[src/hdl/bpmm_cfg.svh]
// Purpose: Constants for the bit processor and memory move execution unit.
// Assumes: One operation is started per request, 250 MHz sys_clk.
// Notes: Bit space is 256 bits; RAM half and special-register half.
// How it works
// - External moves address only by index or pointer
// - Accumulator alone sources or receives external data
// - Pointer constant read fetches code at acc+pointer
// - Counter constant read uses next-instruction counter plus acc
// - Constant reads never write program memory
// - Provide 128 RAM bits; of the special bits only port 0 and status (16 bits) exist
// - Bit addresses 00h-7Fh map to lower RAM
// - Bit addresses 80h-FFh map to special registers
// - Bit operations take a direct bit address only
// - Every port line is an independent addressable bit
// - Carry is accumulator and has bit address
// - Moves, set, clear, complement, AND, OR on bits
// - No exclusive-OR on carry is offered
// - Bit branches jump on one or on zero
// - Test-and-clear jumps on one and clears the bit
// - All status word bits are addressable and testable
// - Taken branch adds signed offset to the counter
// - Offset base is the byte after the branch
// - Low nibble exchange swaps only bits 3..0
// - Nibble swap exchanges accumulator halves in place
`ifndef BPMM_CFG_SVH
`define BPMM_CFG_SVH
`define BPMM_SFR_BIT_BASE 8'h80
`define BPMM_PORT0_BYTE 5'h10
`define BPMM_STATUS_BYTE 5'h1a
`define BPMM_CARRY_POS 3'h7
`define BPMM_PARITY_POS 3'h0
`define BPMM_ACC_RESET 8'h00
`define BPMM_DATA_PTR_RESET 16'h0000
`define BPMM_STATUS_RESET 8'h00
`define BPMM_PORT_RESET 8'hff
`define BPMM_IRAM_BYTES 16
`define BPMM_SFR_BYTES 16
`endif

[src/hdl/bpmm_pkg.sv]
// Purpose: Types shared by the execution unit.
// Assumes: Included together with bpmm_cfg.svh.
// Notes: Operation codes are this block's own numbering.
`default_nettype none
package bpmm_pkg;
  // Operations the unit can execute
  typedef enum logic [4:0] {
    BPMM_NOP = 5'h00, BPMM_XRD_IDX = 5'h01, BPMM_XWR_IDX = 5'h02,
    BPMM_XRD_DP = 5'h03, BPMM_XWR_DP = 5'h04, BPMM_CR_DP = 5'h05,
    BPMM_CR_PC = 5'h06, BPMM_AND_C = 5'h07, BPMM_ANDN_C = 5'h08,
    BPMM_OR_C = 5'h09, BPMM_ORN_C = 5'h0a, BPMM_MOV_CB = 5'h0b,
    BPMM_MOV_BC = 5'h0c, BPMM_CLR_C = 5'h0d, BPMM_CLR_B = 5'h0e,
    BPMM_SET_C = 5'h0f, BPMM_SET_B = 5'h10, BPMM_COMP_C = 5'h11,
    BPMM_COMP_B = 5'h12, BPMM_JC = 5'h13, BPMM_JNC = 5'h14,
    BPMM_JB = 5'h15, BPMM_JNB = 5'h16, BPMM_JB_CLR = 5'h17,
    BPMM_NIB_XCHG = 5'h18, BPMM_SWAP = 5'h19, BPMM_LD_DP = 5'h1a,
    BPMM_LD_ACC = 5'h1b, BPMM_LD_IDX = 5'h1c
  } bpmm_op_t;
  // Sequencer states, Gray along idle-wait-done
  typedef enum logic [1:0] {
    BPMM_IDLE = 2'b00, BPMM_WAIT = 2'b01, BPMM_DONE = 2'b11
  } bpmm_state_t;
  // Request bundle from the instruction fetch side
  typedef struct packed {
    logic valid;
    bpmm_op_t op;
    logic [7:0] bit_addr;
    logic [7:0] rel;
    logic [15:0] pc_next;
    logic [15:0] imm;
    logic idx_sel;
  } bpmm_req_t;
  // Memory bus bundle toward external data and code memory
  typedef struct packed {
    logic xrd;
    logic xwr;
    logic crd;
    logic [15:0] addr;
    logic [7:0] wdata;
  } bpmm_mem_t;
endpackage : bpmm_pkg
`default_nettype wire

[src/hdl/bpmm_unit.sv]
// Purpose: Executes external moves, constant reads, nibble ops, bit ops.
// Assumes: Memory answers with mem_ack, one request at a time.
// Notes: Port 0 is bits 0-7 of byte 10h of the bit space, the first special-register byte.
`timescale 1ns/100ps
`default_nettype none
`include "bpmm_cfg.svh"
module bpmm_unit
  import bpmm_pkg::*;
(
  // Clock and reset
  input wire logic sys_clk,
  input wire logic rst_b,
  // Request and status
  input wire bpmm_req_t req,
  output bpmm_mem_t mem,
  output logic busy,
  output logic done,
  output logic jump,
  output logic [15:0] pc_out,
  // Memory answer
  input wire logic mem_ack,
  input wire logic [7:0] mem_rdata,
  // Visible state
  output logic [7:0] acc,
  output logic [15:0] data_pointer_reg,
  output logic [7:0] port0_out,
  output logic carry
);
  // Whole module state in one struct
  typedef struct packed {
    bpmm_state_t st;
    bpmm_op_t op;
    logic [7:0] acc;
    logic [15:0] data_ptr; // Table base and wide external pointer
    logic [7:0] idx0;
    logic [7:0] idx1;
    logic [127:0] ram_bits;
    logic [7:0] status;
    logic [7:0] port0;
    logic [7:0] nib_cell;
    bpmm_mem_t mem;
    logic done;
    logic jump;
    logic [15:0] pc;
    logic busy; // Registered so the status pin comes from a flop
  } bpmm_st_t;

  bpmm_st_t s_reg;
  bpmm_st_t s_next;

  // Read a bit from the combined 256-bit space
  function automatic logic bit_rd(input bpmm_st_t s, input logic [7:0] a);
    logic r;
    r = 1'b0;
    if (a < `BPMM_SFR_BIT_BASE) begin
      r = s.ram_bits[a[6:0]];
    end else if (a[7:3] == `BPMM_PORT0_BYTE) begin
      r = s.port0[a[2:0]];
    end else if (a[7:3] == `BPMM_STATUS_BYTE) begin
      r = s.status[a[2:0]];
    end
    return r;
  endfunction : bit_rd

  // Write a bit in the combined space; unmapped special bits are dropped
  function automatic bpmm_st_t bit_wr(input bpmm_st_t s,
                                      input logic [7:0] a, input logic v);
    bpmm_st_t r;
    r = s;
    if (a < `BPMM_SFR_BIT_BASE) begin
      r.ram_bits[a[6:0]] = v;
    end else if (a[7:3] == `BPMM_PORT0_BYTE) begin
      r.port0[a[2:0]] = v;
    end else if (a[7:3] == `BPMM_STATUS_BYTE) begin
      r.status[a[2:0]] = v;
    end
    return r;
  endfunction : bit_wr

  // Signed offset added to the following-instruction address
  function automatic logic [15:0] rel_tgt(input logic [15:0] pc,
                                          input logic [7:0] off);
    return pc + {{8{off[7]}}, off};
  endfunction : rel_tgt

  // Next-state logic
  always_comb begin
    logic b;
    logic c;
    logic [7:0] ix;
    s_next = s_reg;
    b = bit_rd(s_reg, req.bit_addr);
    c = s_reg.status[`BPMM_CARRY_POS];
    ix = req.idx_sel ? s_reg.idx1 : s_reg.idx0;
    s_next.done = 1'b0;
    s_next.jump = 1'b0;
    case (s_reg.st)
      BPMM_IDLE: begin
        if (req.valid) begin
          s_next.op = req.op;
          s_next.pc = req.pc_next;
          s_next.st = BPMM_DONE;
          case (req.op)
            // Byte-address external moves use the index register
            BPMM_XRD_IDX, BPMM_XWR_IDX: begin
              s_next.mem.addr = {8'h00, ix};
              s_next.mem.xrd = (req.op == BPMM_XRD_IDX);
              s_next.mem.xwr = (req.op == BPMM_XWR_IDX);
              s_next.mem.wdata = s_reg.acc;
              s_next.st = BPMM_WAIT;
            end
            BPMM_XRD_DP, BPMM_XWR_DP: begin
              s_next.mem.addr = s_reg.data_ptr;
              s_next.mem.xrd = (req.op == BPMM_XRD_DP);
              s_next.mem.xwr = (req.op == BPMM_XWR_DP);
              s_next.mem.wdata = s_reg.acc;
              s_next.st = BPMM_WAIT;
            end
            // Constant reads only ever raise the read strobe
            BPMM_CR_DP: begin
              s_next.mem.addr = s_reg.data_ptr +
                {8'h00, s_reg.acc};
              s_next.mem.crd = 1'b1;
              s_next.st = BPMM_WAIT;
            end
            BPMM_CR_PC: begin
              s_next.mem.addr = req.pc_next + {8'h00, s_reg.acc};
              s_next.mem.crd = 1'b1;
              s_next.st = BPMM_WAIT;
            end
            // Carry and bit logic; no exclusive-OR form exists
            BPMM_AND_C: s_next.status[`BPMM_CARRY_POS] = c & b;
            BPMM_ANDN_C: s_next.status[`BPMM_CARRY_POS] = c & ~b;
            BPMM_OR_C: s_next.status[`BPMM_CARRY_POS] = c | b;
            BPMM_ORN_C: s_next.status[`BPMM_CARRY_POS] = c | ~b;
            BPMM_MOV_CB: s_next.status[`BPMM_CARRY_POS] = b;
            BPMM_MOV_BC: s_next = bit_wr(s_next, req.bit_addr, c);
            BPMM_CLR_C: s_next.status[`BPMM_CARRY_POS] = 1'b0;
            BPMM_CLR_B: s_next = bit_wr(s_next, req.bit_addr, 1'b0);
            BPMM_SET_C: s_next.status[`BPMM_CARRY_POS] = 1'b1;
            BPMM_SET_B: s_next = bit_wr(s_next, req.bit_addr, 1'b1);
            BPMM_COMP_C: s_next.status[`BPMM_CARRY_POS] = ~c;
            BPMM_COMP_B: s_next = bit_wr(s_next, req.bit_addr, ~b);
            // Bit-test branches
            BPMM_JC: s_next.jump = c;
            BPMM_JNC: s_next.jump = ~c;
            BPMM_JB: s_next.jump = b;
            BPMM_JNB: s_next.jump = ~b;
            BPMM_JB_CLR: begin
              s_next.jump = b;
              if (b) begin
                s_next = bit_wr(s_next, req.bit_addr, 1'b0);
              end
            end
            // Nibble exchange with the single nibble cell loaded by BPMM_LD_IDX
            BPMM_NIB_XCHG: begin
              s_next.acc = {s_reg.acc[7:4], s_reg.nib_cell[3:0]};
              s_next.nib_cell = {s_reg.nib_cell[7:4], s_reg.acc[3:0]};
            end
            BPMM_SWAP: s_next.acc = {s_reg.acc[3:0], s_reg.acc[7:4]};
            BPMM_LD_DP: s_next.data_ptr = req.imm;
            BPMM_LD_ACC: s_next.acc = req.imm[7:0];
            BPMM_LD_IDX: begin
              // Also preload the nibble cell from the upper immediate byte
              if (req.idx_sel) begin
                s_next.idx1 = req.imm[7:0];
              end else begin
                s_next.idx0 = req.imm[7:0];
              end
              s_next.nib_cell = req.imm[15:8];
            end
            default: s_next.st = BPMM_DONE;
          endcase
          // Branch target computed from the following-instruction address
          if (s_next.jump) begin
            s_next.pc = rel_tgt(req.pc_next, req.rel);
          end
        end
      end
      BPMM_WAIT: begin
        // Hold the strobe until memory answers
        if (mem_ack) begin
          if (s_reg.mem.xrd || s_reg.mem.crd) begin
            s_next.acc = mem_rdata;
          end
          s_next.mem.xrd = 1'b0;
          s_next.mem.xwr = 1'b0;
          s_next.mem.crd = 1'b0;
          s_next.st = BPMM_DONE;
        end
      end
      BPMM_DONE: begin
        s_next.done = 1'b1;
        s_next.st = BPMM_IDLE;
      end
      default: s_next.st = BPMM_IDLE;
    endcase
    // Parity bit tracks the accumulator
    s_next.status[`BPMM_PARITY_POS] = ^s_next.acc;
    // Busy follows the next state so the pin needs no decode after the flop
    s_next.busy = (s_next.st != BPMM_IDLE);
  end

  // State register
  always_ff @(posedge sys_clk) begin
    if (!rst_b) begin
      s_reg <= '0;
      s_reg.acc <= `BPMM_ACC_RESET;
      s_reg.data_ptr <= `BPMM_DATA_PTR_RESET;
      s_reg.status <= `BPMM_STATUS_RESET;
      s_reg.port0 <= `BPMM_PORT_RESET;
    end else begin
      s_reg <= s_next;
    end
  end

  // Outputs straight from the state register
  assign mem = s_reg.mem;
  assign busy = s_reg.busy;
  assign done = s_reg.done;
  assign jump = s_reg.jump;
  assign pc_out = s_reg.pc;
  assign acc = s_reg.acc;
  assign data_pointer_reg = s_reg.data_ptr;
  assign port0_out = s_reg.port0;
  assign carry = s_reg.status[`BPMM_CARRY_POS];

  // Checks, kept beside the behaviour of this module that they guard
  // Constant reads raise only the read strobe, never a write
  a_const_no_write: assert property (
    @(posedge sys_clk) disable iff (!rst_b)
    mem.crd |-> !mem.xwr)
    else $error("Constant read wrote memory");
  // Byte-address external reads keep the high address byte at zero
  a_ext_idx_addr: assert property (
    @(posedge sys_clk) disable iff (!rst_b)
    (s_reg.st == BPMM_IDLE && req.valid && req.op == BPMM_XRD_IDX)
    |=> mem.addr[15:8] == 8'h00)
    else $error("Index address high");
  // Write data is the accumulator as it stood when the move was taken
  a_ext_wr_acc: assert property (
    @(posedge sys_clk) disable iff (!rst_b)
    $rose(mem.xwr) |-> mem.wdata == $past(acc))
    else $error("Write data not acc");
  // Pointer table read addresses pointer plus accumulator
  a_ptr_code_addr: assert property (
    @(posedge sys_clk) disable iff (!rst_b)
    (s_reg.st == BPMM_IDLE && req.valid && req.op == BPMM_CR_DP)
    |=> mem.crd && mem.addr == $past(data_pointer_reg) +
    {8'h00, $past(acc)})
    else $error("Pointer table address wrong");
  // Counter table read uses the following-instruction address as base
  a_pc_code_addr: assert property (
    @(posedge sys_clk) disable iff (!rst_b)
    (s_reg.st == BPMM_IDLE && req.valid && req.op == BPMM_CR_PC)
    |=> mem.crd && mem.addr == $past(req.pc_next) + {8'h00, $past(acc)})
    else $error("Counter table address wrong");
  // Nibble swap trades the accumulator halves
  a_swap_halves: assert property (
    @(posedge sys_clk) disable iff (!rst_b)
    (s_reg.st == BPMM_IDLE && req.valid && req.op == BPMM_SWAP)
    |=> acc == {$past(acc[3:0]), $past(acc[7:4])})
    else $error("Swap wrong");
  // Low nibble exchange never touches the upper half
  a_nib_xchg_high: assert property (
    @(posedge sys_clk) disable iff (!rst_b)
    (s_reg.st == BPMM_IDLE && req.valid && req.op == BPMM_NIB_XCHG)
    |=> acc[7:4] == $past(acc[7:4]))
    else $error("High nibble moved");
  // Lower bit addresses land in the RAM bit page
  a_ram_bit_set: assert property (
    @(posedge sys_clk) disable iff (!rst_b)
    (s_reg.st == BPMM_IDLE && req.valid && req.op == BPMM_SET_B &&
    !req.bit_addr[7])
    |=> s_reg.ram_bits[$past(req.bit_addr[6:0])])
    else $error("RAM bit not set");
  // A port line takes the carry like any other bit
  a_port_bit_move: assert property (
    @(posedge sys_clk) disable iff (!rst_b)
    (s_reg.st == BPMM_IDLE && req.valid && req.op == BPMM_MOV_BC &&
    req.bit_addr[7:3] == `BPMM_PORT0_BYTE)
    |=> port0_out[$past(req.bit_addr[2:0])] == $past(carry))
    else $error("Port line not moved");
  // Carry set operation
  a_set_carry_one: assert property (
    @(posedge sys_clk) disable iff (!rst_b)
    (s_reg.st == BPMM_IDLE && req.valid && req.op == BPMM_SET_C)
    |=> carry)
    else $error("Carry not set");
  // An OR with carry already set keeps it set; an XOR form would not
  a_or_keeps_carry: assert property (
    @(posedge sys_clk) disable iff (!rst_b)
    (s_reg.st == BPMM_IDLE && req.valid && req.op == BPMM_OR_C && carry)
    |=> carry)
    else $error("OR cleared carry");
  // Carry branch follows the carry
  a_jc_taken: assert property (
    @(posedge sys_clk) disable iff (!rst_b)
    (s_reg.st == BPMM_IDLE && req.valid && req.op == BPMM_JC)
    |=> jump == $past(carry))
    else $error("Carry jump wrong");
  // A branch not taken leaves the following-instruction address
  a_no_jump_held: assert property (
    @(posedge sys_clk) disable iff (!rst_b)
    (s_reg.st == BPMM_IDLE && req.valid && req.op == BPMM_JNC && carry)
    |=> !jump && pc_out == $past(req.pc_next))
    else $error("Untaken branch moved");
  // Taken branch adds the sign-extended offset
  a_jump_target: assert property (
    @(posedge sys_clk) disable iff (!rst_b)
    (s_reg.st == BPMM_IDLE && req.valid && req.op == BPMM_JNC && !carry)
    |=> pc_out == $past(req.pc_next) + {{8{$past(req.rel[7])}},
    $past(req.rel)})
    else $error("Target wrong");
  // Completion follows the memory answer by two cycles
  a_done_follows: assert property (
    @(posedge sys_clk) disable iff (!rst_b)
    (s_reg.st == BPMM_WAIT && mem_ack) |=> ##1 done)
    else $error("Done missing");
  // Test-and-clear leaves a RAM bit cleared
  a_test_clear_bit: assert property (
    @(posedge sys_clk) disable iff (!rst_b)
    (s_reg.st == BPMM_IDLE && req.valid && req.op == BPMM_JB_CLR &&
    !req.bit_addr[7])
    |=> !s_reg.ram_bits[$past(req.bit_addr[6:0])])
    else $error("Tested bit left set");
endmodule : bpmm_unit
`default_nettype wire

[config.mk]
export PLATFORM = sky130hd
export DESIGN_NAME = bpmm_unit
export DESIGN_NICKNAME = d
export VERILOG_FILES = /design/src/hdl/bpmm_pkg.sv /design/src/hdl/bpmm_unit.sv
export VERILOG_INCLUDE_DIRS = /design/src /design/src/hdl
export SDC_FILE = /design/constraint.sdc
export NUM_CORES = 1
export LEC_CHECK = 0
export CORE_MARGIN = 2
export CORE_UTILIZATION = 55
export CTS_CLUSTER_SIZE = 14
export DETAILED_ROUTE_END_ITERATION = 16
export DONT_BUFFER_PORTS = 1
export PLACE_DENSITY_LB_ADDON = 0.2
export SLEW_MARGIN = 20
export SYNTH_ARGS = -nofsm -noshare
export SYNTH_HDL_FRONTEND = slang
export SYNTH_SLANG_ARGS = --single-unit
[constraint.sdc]
create_clock -name sys_clk -period 4.6 [get_ports sys_clk]
set_input_delay 0.23 -clock sys_clk [delete_from_list [all_inputs] [get_ports sys_clk]]
set_output_delay 0.23 -clock sys_clk [all_outputs]
set_load 0.02 [all_outputs]
==> impl_metrics.yaml <==
clocking:
  root_buffer: "clkbuf_16"
  clockBufferDepth: 3
  cts-buffers-inserted: 27
  cts_tree: "built"
  clkSinkCount: 236
  htreeDepth: 1
  cts_resized: 0
  path_clk_slew_ns: 0.06
  clk_latency_ns: 0.55
placed_design:
  dp_hpwl_um: 36300
  dp.cells: 2282
  placed_area_mm2: 0.0158
  port_buffers: 0
  gp_congestion: 0.949
cells_and_area:
  nets: 2061
  stdcell_area_mm2: 0.0170
  diodes: 0
  area_growth_pct: 4.46
  stdcell_count: 2368
  drive_gt1_frac: 0.101
global_route:
  grt_max_degree: 171
  overflow: 0
  grt_pass1_wl_um: 89600
  antenna_found_initial: 0
  grtUsageTotal: 0.364
  grt_pass1_vias: 15564
sta:
  rsz0062_at_grt: "false"
  setup_violations: 0
  slew_viol_final: 0
  fin_crit_sh: 0.948
  fin_crit_ns: 4.36
  finalClockSkew_ns: 0.00751
  relSlewSlack: 0.298
  hold_viol: 0
  tns_ns: 0
  max_freq_mhz: 229
  tightest_slew_ns: 1.02
synth:
  ys_top_cells_by_area: "dfxtp_1 29%, o21ai_0 8.3%, a21oi_1 5.2%, nand2_1 5.1%, mux2i_1 4.8%"
  synth_cells: 2127
  synth_simple_gate_area_share: 0.170
  ys_types: 78
  async_flop_share: 0
  synthXorXnorAreaFrac: 0.0181
  syn_area_mm2: 0.0163
  synth_seq_cells: 236
  yosysSeqAreaShare: 0.290
  synth-compound-area-share: 0.332
  syn_avg_cell_area_um2: 7.65
  synthAdderAreaFrac: 0.0201
  synth_top_family_by_area: "compound AO/OA/AOI/OAI gates"
  post-synth-top-count-cell: "o21ai_0"
  synth_common_cells: "271 x o21ai_0, 236 x dfxtp_1, 220 x nand2_1"
  syn_nets: 2218
  yosys_warnings: 0
  synthMuxAreaShare: 0.0777
  synth_top_area_share: 0.290
  synth_edf_count: 0
  synth-main-ff-cell: "dfxtp_1"
  synth_area_leader_cell: "dfxtp_1"
power:
  p_leak_nw: 5.89
  seqPwrFrac: 0.452
  combinationalPowerShare: 0.126
  power.total_mw: 4.72
  p_switching_mw: 1.34
  p_int_mw: 3.39
  clock_power_share: 0.423
  max-vdd-ir-drop_mv: 0.277
  sw_frac_of_total: 0.283
  power.density_mw_per_mm2: 278
die:
  coreArea_mm2: 0.0289
  dieArea_mm2: 0.0310
  num_rows: 62
  initial_core_util: 0.562
  die_x_um: 176
  die_h_um: 176
  io_pins: 145
run_status:
  outcome: "finished clean"
worst_hold_path:
  hp-class: "input port to register"
  min-delay-start: "req[50]"
  hold_depth: 2
  holdPathEnd: "jump$_SDFF_PN0_"
setup_path:
  reg2reg_setup_slack_ns: 0.24
  path_max_fanout: 12
  cp.arrival_ns: 4.82
  cp.required_ns: 5.06
  r2r_cells: 10
  endpoint_kind: "register"
  critPathKind: "register to register"
  start_kind: "register"
  timing.rr.end: "pc_out[15]$_SDFFE_PN0P_"
detailed_routing:
  wl_per_cell_um: 24.6
  vias_per_cell: 7.02
  drt_iter0_drc: 2227
  ant_nets: 0
  via_count: 16622
  drt-pass1-iter-count: 6
  drc_errors: 0
  postRouteWirelength_um: 58300
job:
  cap_violations: 0
final cells by class:
cell class	count	area [um^2]
clock buffer	38	747
clock inverter	5	31.3
inverter	26	97.6
sequential	236	4720
tap	384	480
multi-input combinational	1588	10100
timing repair buffer	91	818
fill	2654	11900
cells in the final DEF (no fill, tap or decap), types with 15 or more instances in the layout:
cell type	synthesis	final
a21o_1	30	30
a21oi_1	168	167
a221oi_1	15	15
a22oi_1	22	22
a31o_2	54	54
a31oi_1	20	20
a32o_1	42	42
and2_1	26	24
buf_4	80	48
clkbuf_16	0	27
dfxtp_1	236	236
dlygate4sd3_1	0	41
ha_1	23	23
inv_1	25	24
mux2_2	15	15
mux2i_1	78	78
nand2_1	220	220
nand3_1	41	41
nand3b_1	15	15
nor2_1	129	126
nor3_1	62	58
o21a_1	16	16
o21ai_0	271	271
o21ai_1	27	27
o31ai_1	51	51
or3_1	15	15
xnor2_1	22	22
metrics by stage:
stage | hold slack [ns] | util | setup slack, ns
6_report | 0.00498 | 0.587 | 0.238
5_1_grt | 0.0207 | 0.587 | 0.103
3_5_place_dp | 0.333 | 0.544 | 0.524
3_3_place_gp | 0.335 | 0.544 | 0.548
2_1_floorplan | 0.356 | - | 0.345
4_1_cts | 0.000707 | 0.586 | 0.345
cell families after synthesis:
group	Yosys count
AO/OA/AOI/OAI	834
XOR/XNOR	32
adder cells (fa/ha/maj)	25
buffers and inverters	303
flip-flops	236
multiplexers	107
AND/OR/NAND/NOR	590
power by group through the flow:
stage	clock [mW]	sequential (mW)	combinational (mW)
global placement	0	2.18	0.502
global route	2.08	2.14	0.634
floorplan	0	2.13	0.505
finish	2.00	2.13	0.594
detailed placement	0	2.18	0.510
CTS	2.00	2.13	0.573
layer usage:
| layer | global-route usage | wire length, um |
|---|---|---|
| met3 | 0.0919 | 6720 |
| met4 | 0.194 | 3470 |
| met1 | 0.451 | 21700 |
| met5 | 0 | 0 |
| met2 | 0.585 | 26400 |
timing repair:
action                                 CTS  global route
endpoints found under the hold margin  211             0
buffers inserted                         0             0
hold buffers                            42             0
critical path, stage by stage, from the launching register on:
cell and delay (ns):
dfxtp_1 0.33, mux4_2 0.47, a22oi_1 0.36, a41oi_1 0.25, a2111o_1 0.46, o41a_1 0.68, mux2i_1 0.25, a221oi_2 0.50
o21ai_0 0.16, dlygate4sd3_1 0.57, a311oi_1 0.24
how the worst max path moves through the flow:
stage | startpoint | endpoint
CTS | register | pc_out[15]$_SDFFE_PN0P_
global placement | req[45] | register
global route | register | pc_out[15]$_SDFFE_PN0P_
finish | register | pc_out[15]$_SDFFE_PN0P_
detailed placement | req[45] | register
floorplan | req[52] | mem[16]$_SDFFE_PN0P_
(Power assumes the default switching activity.)
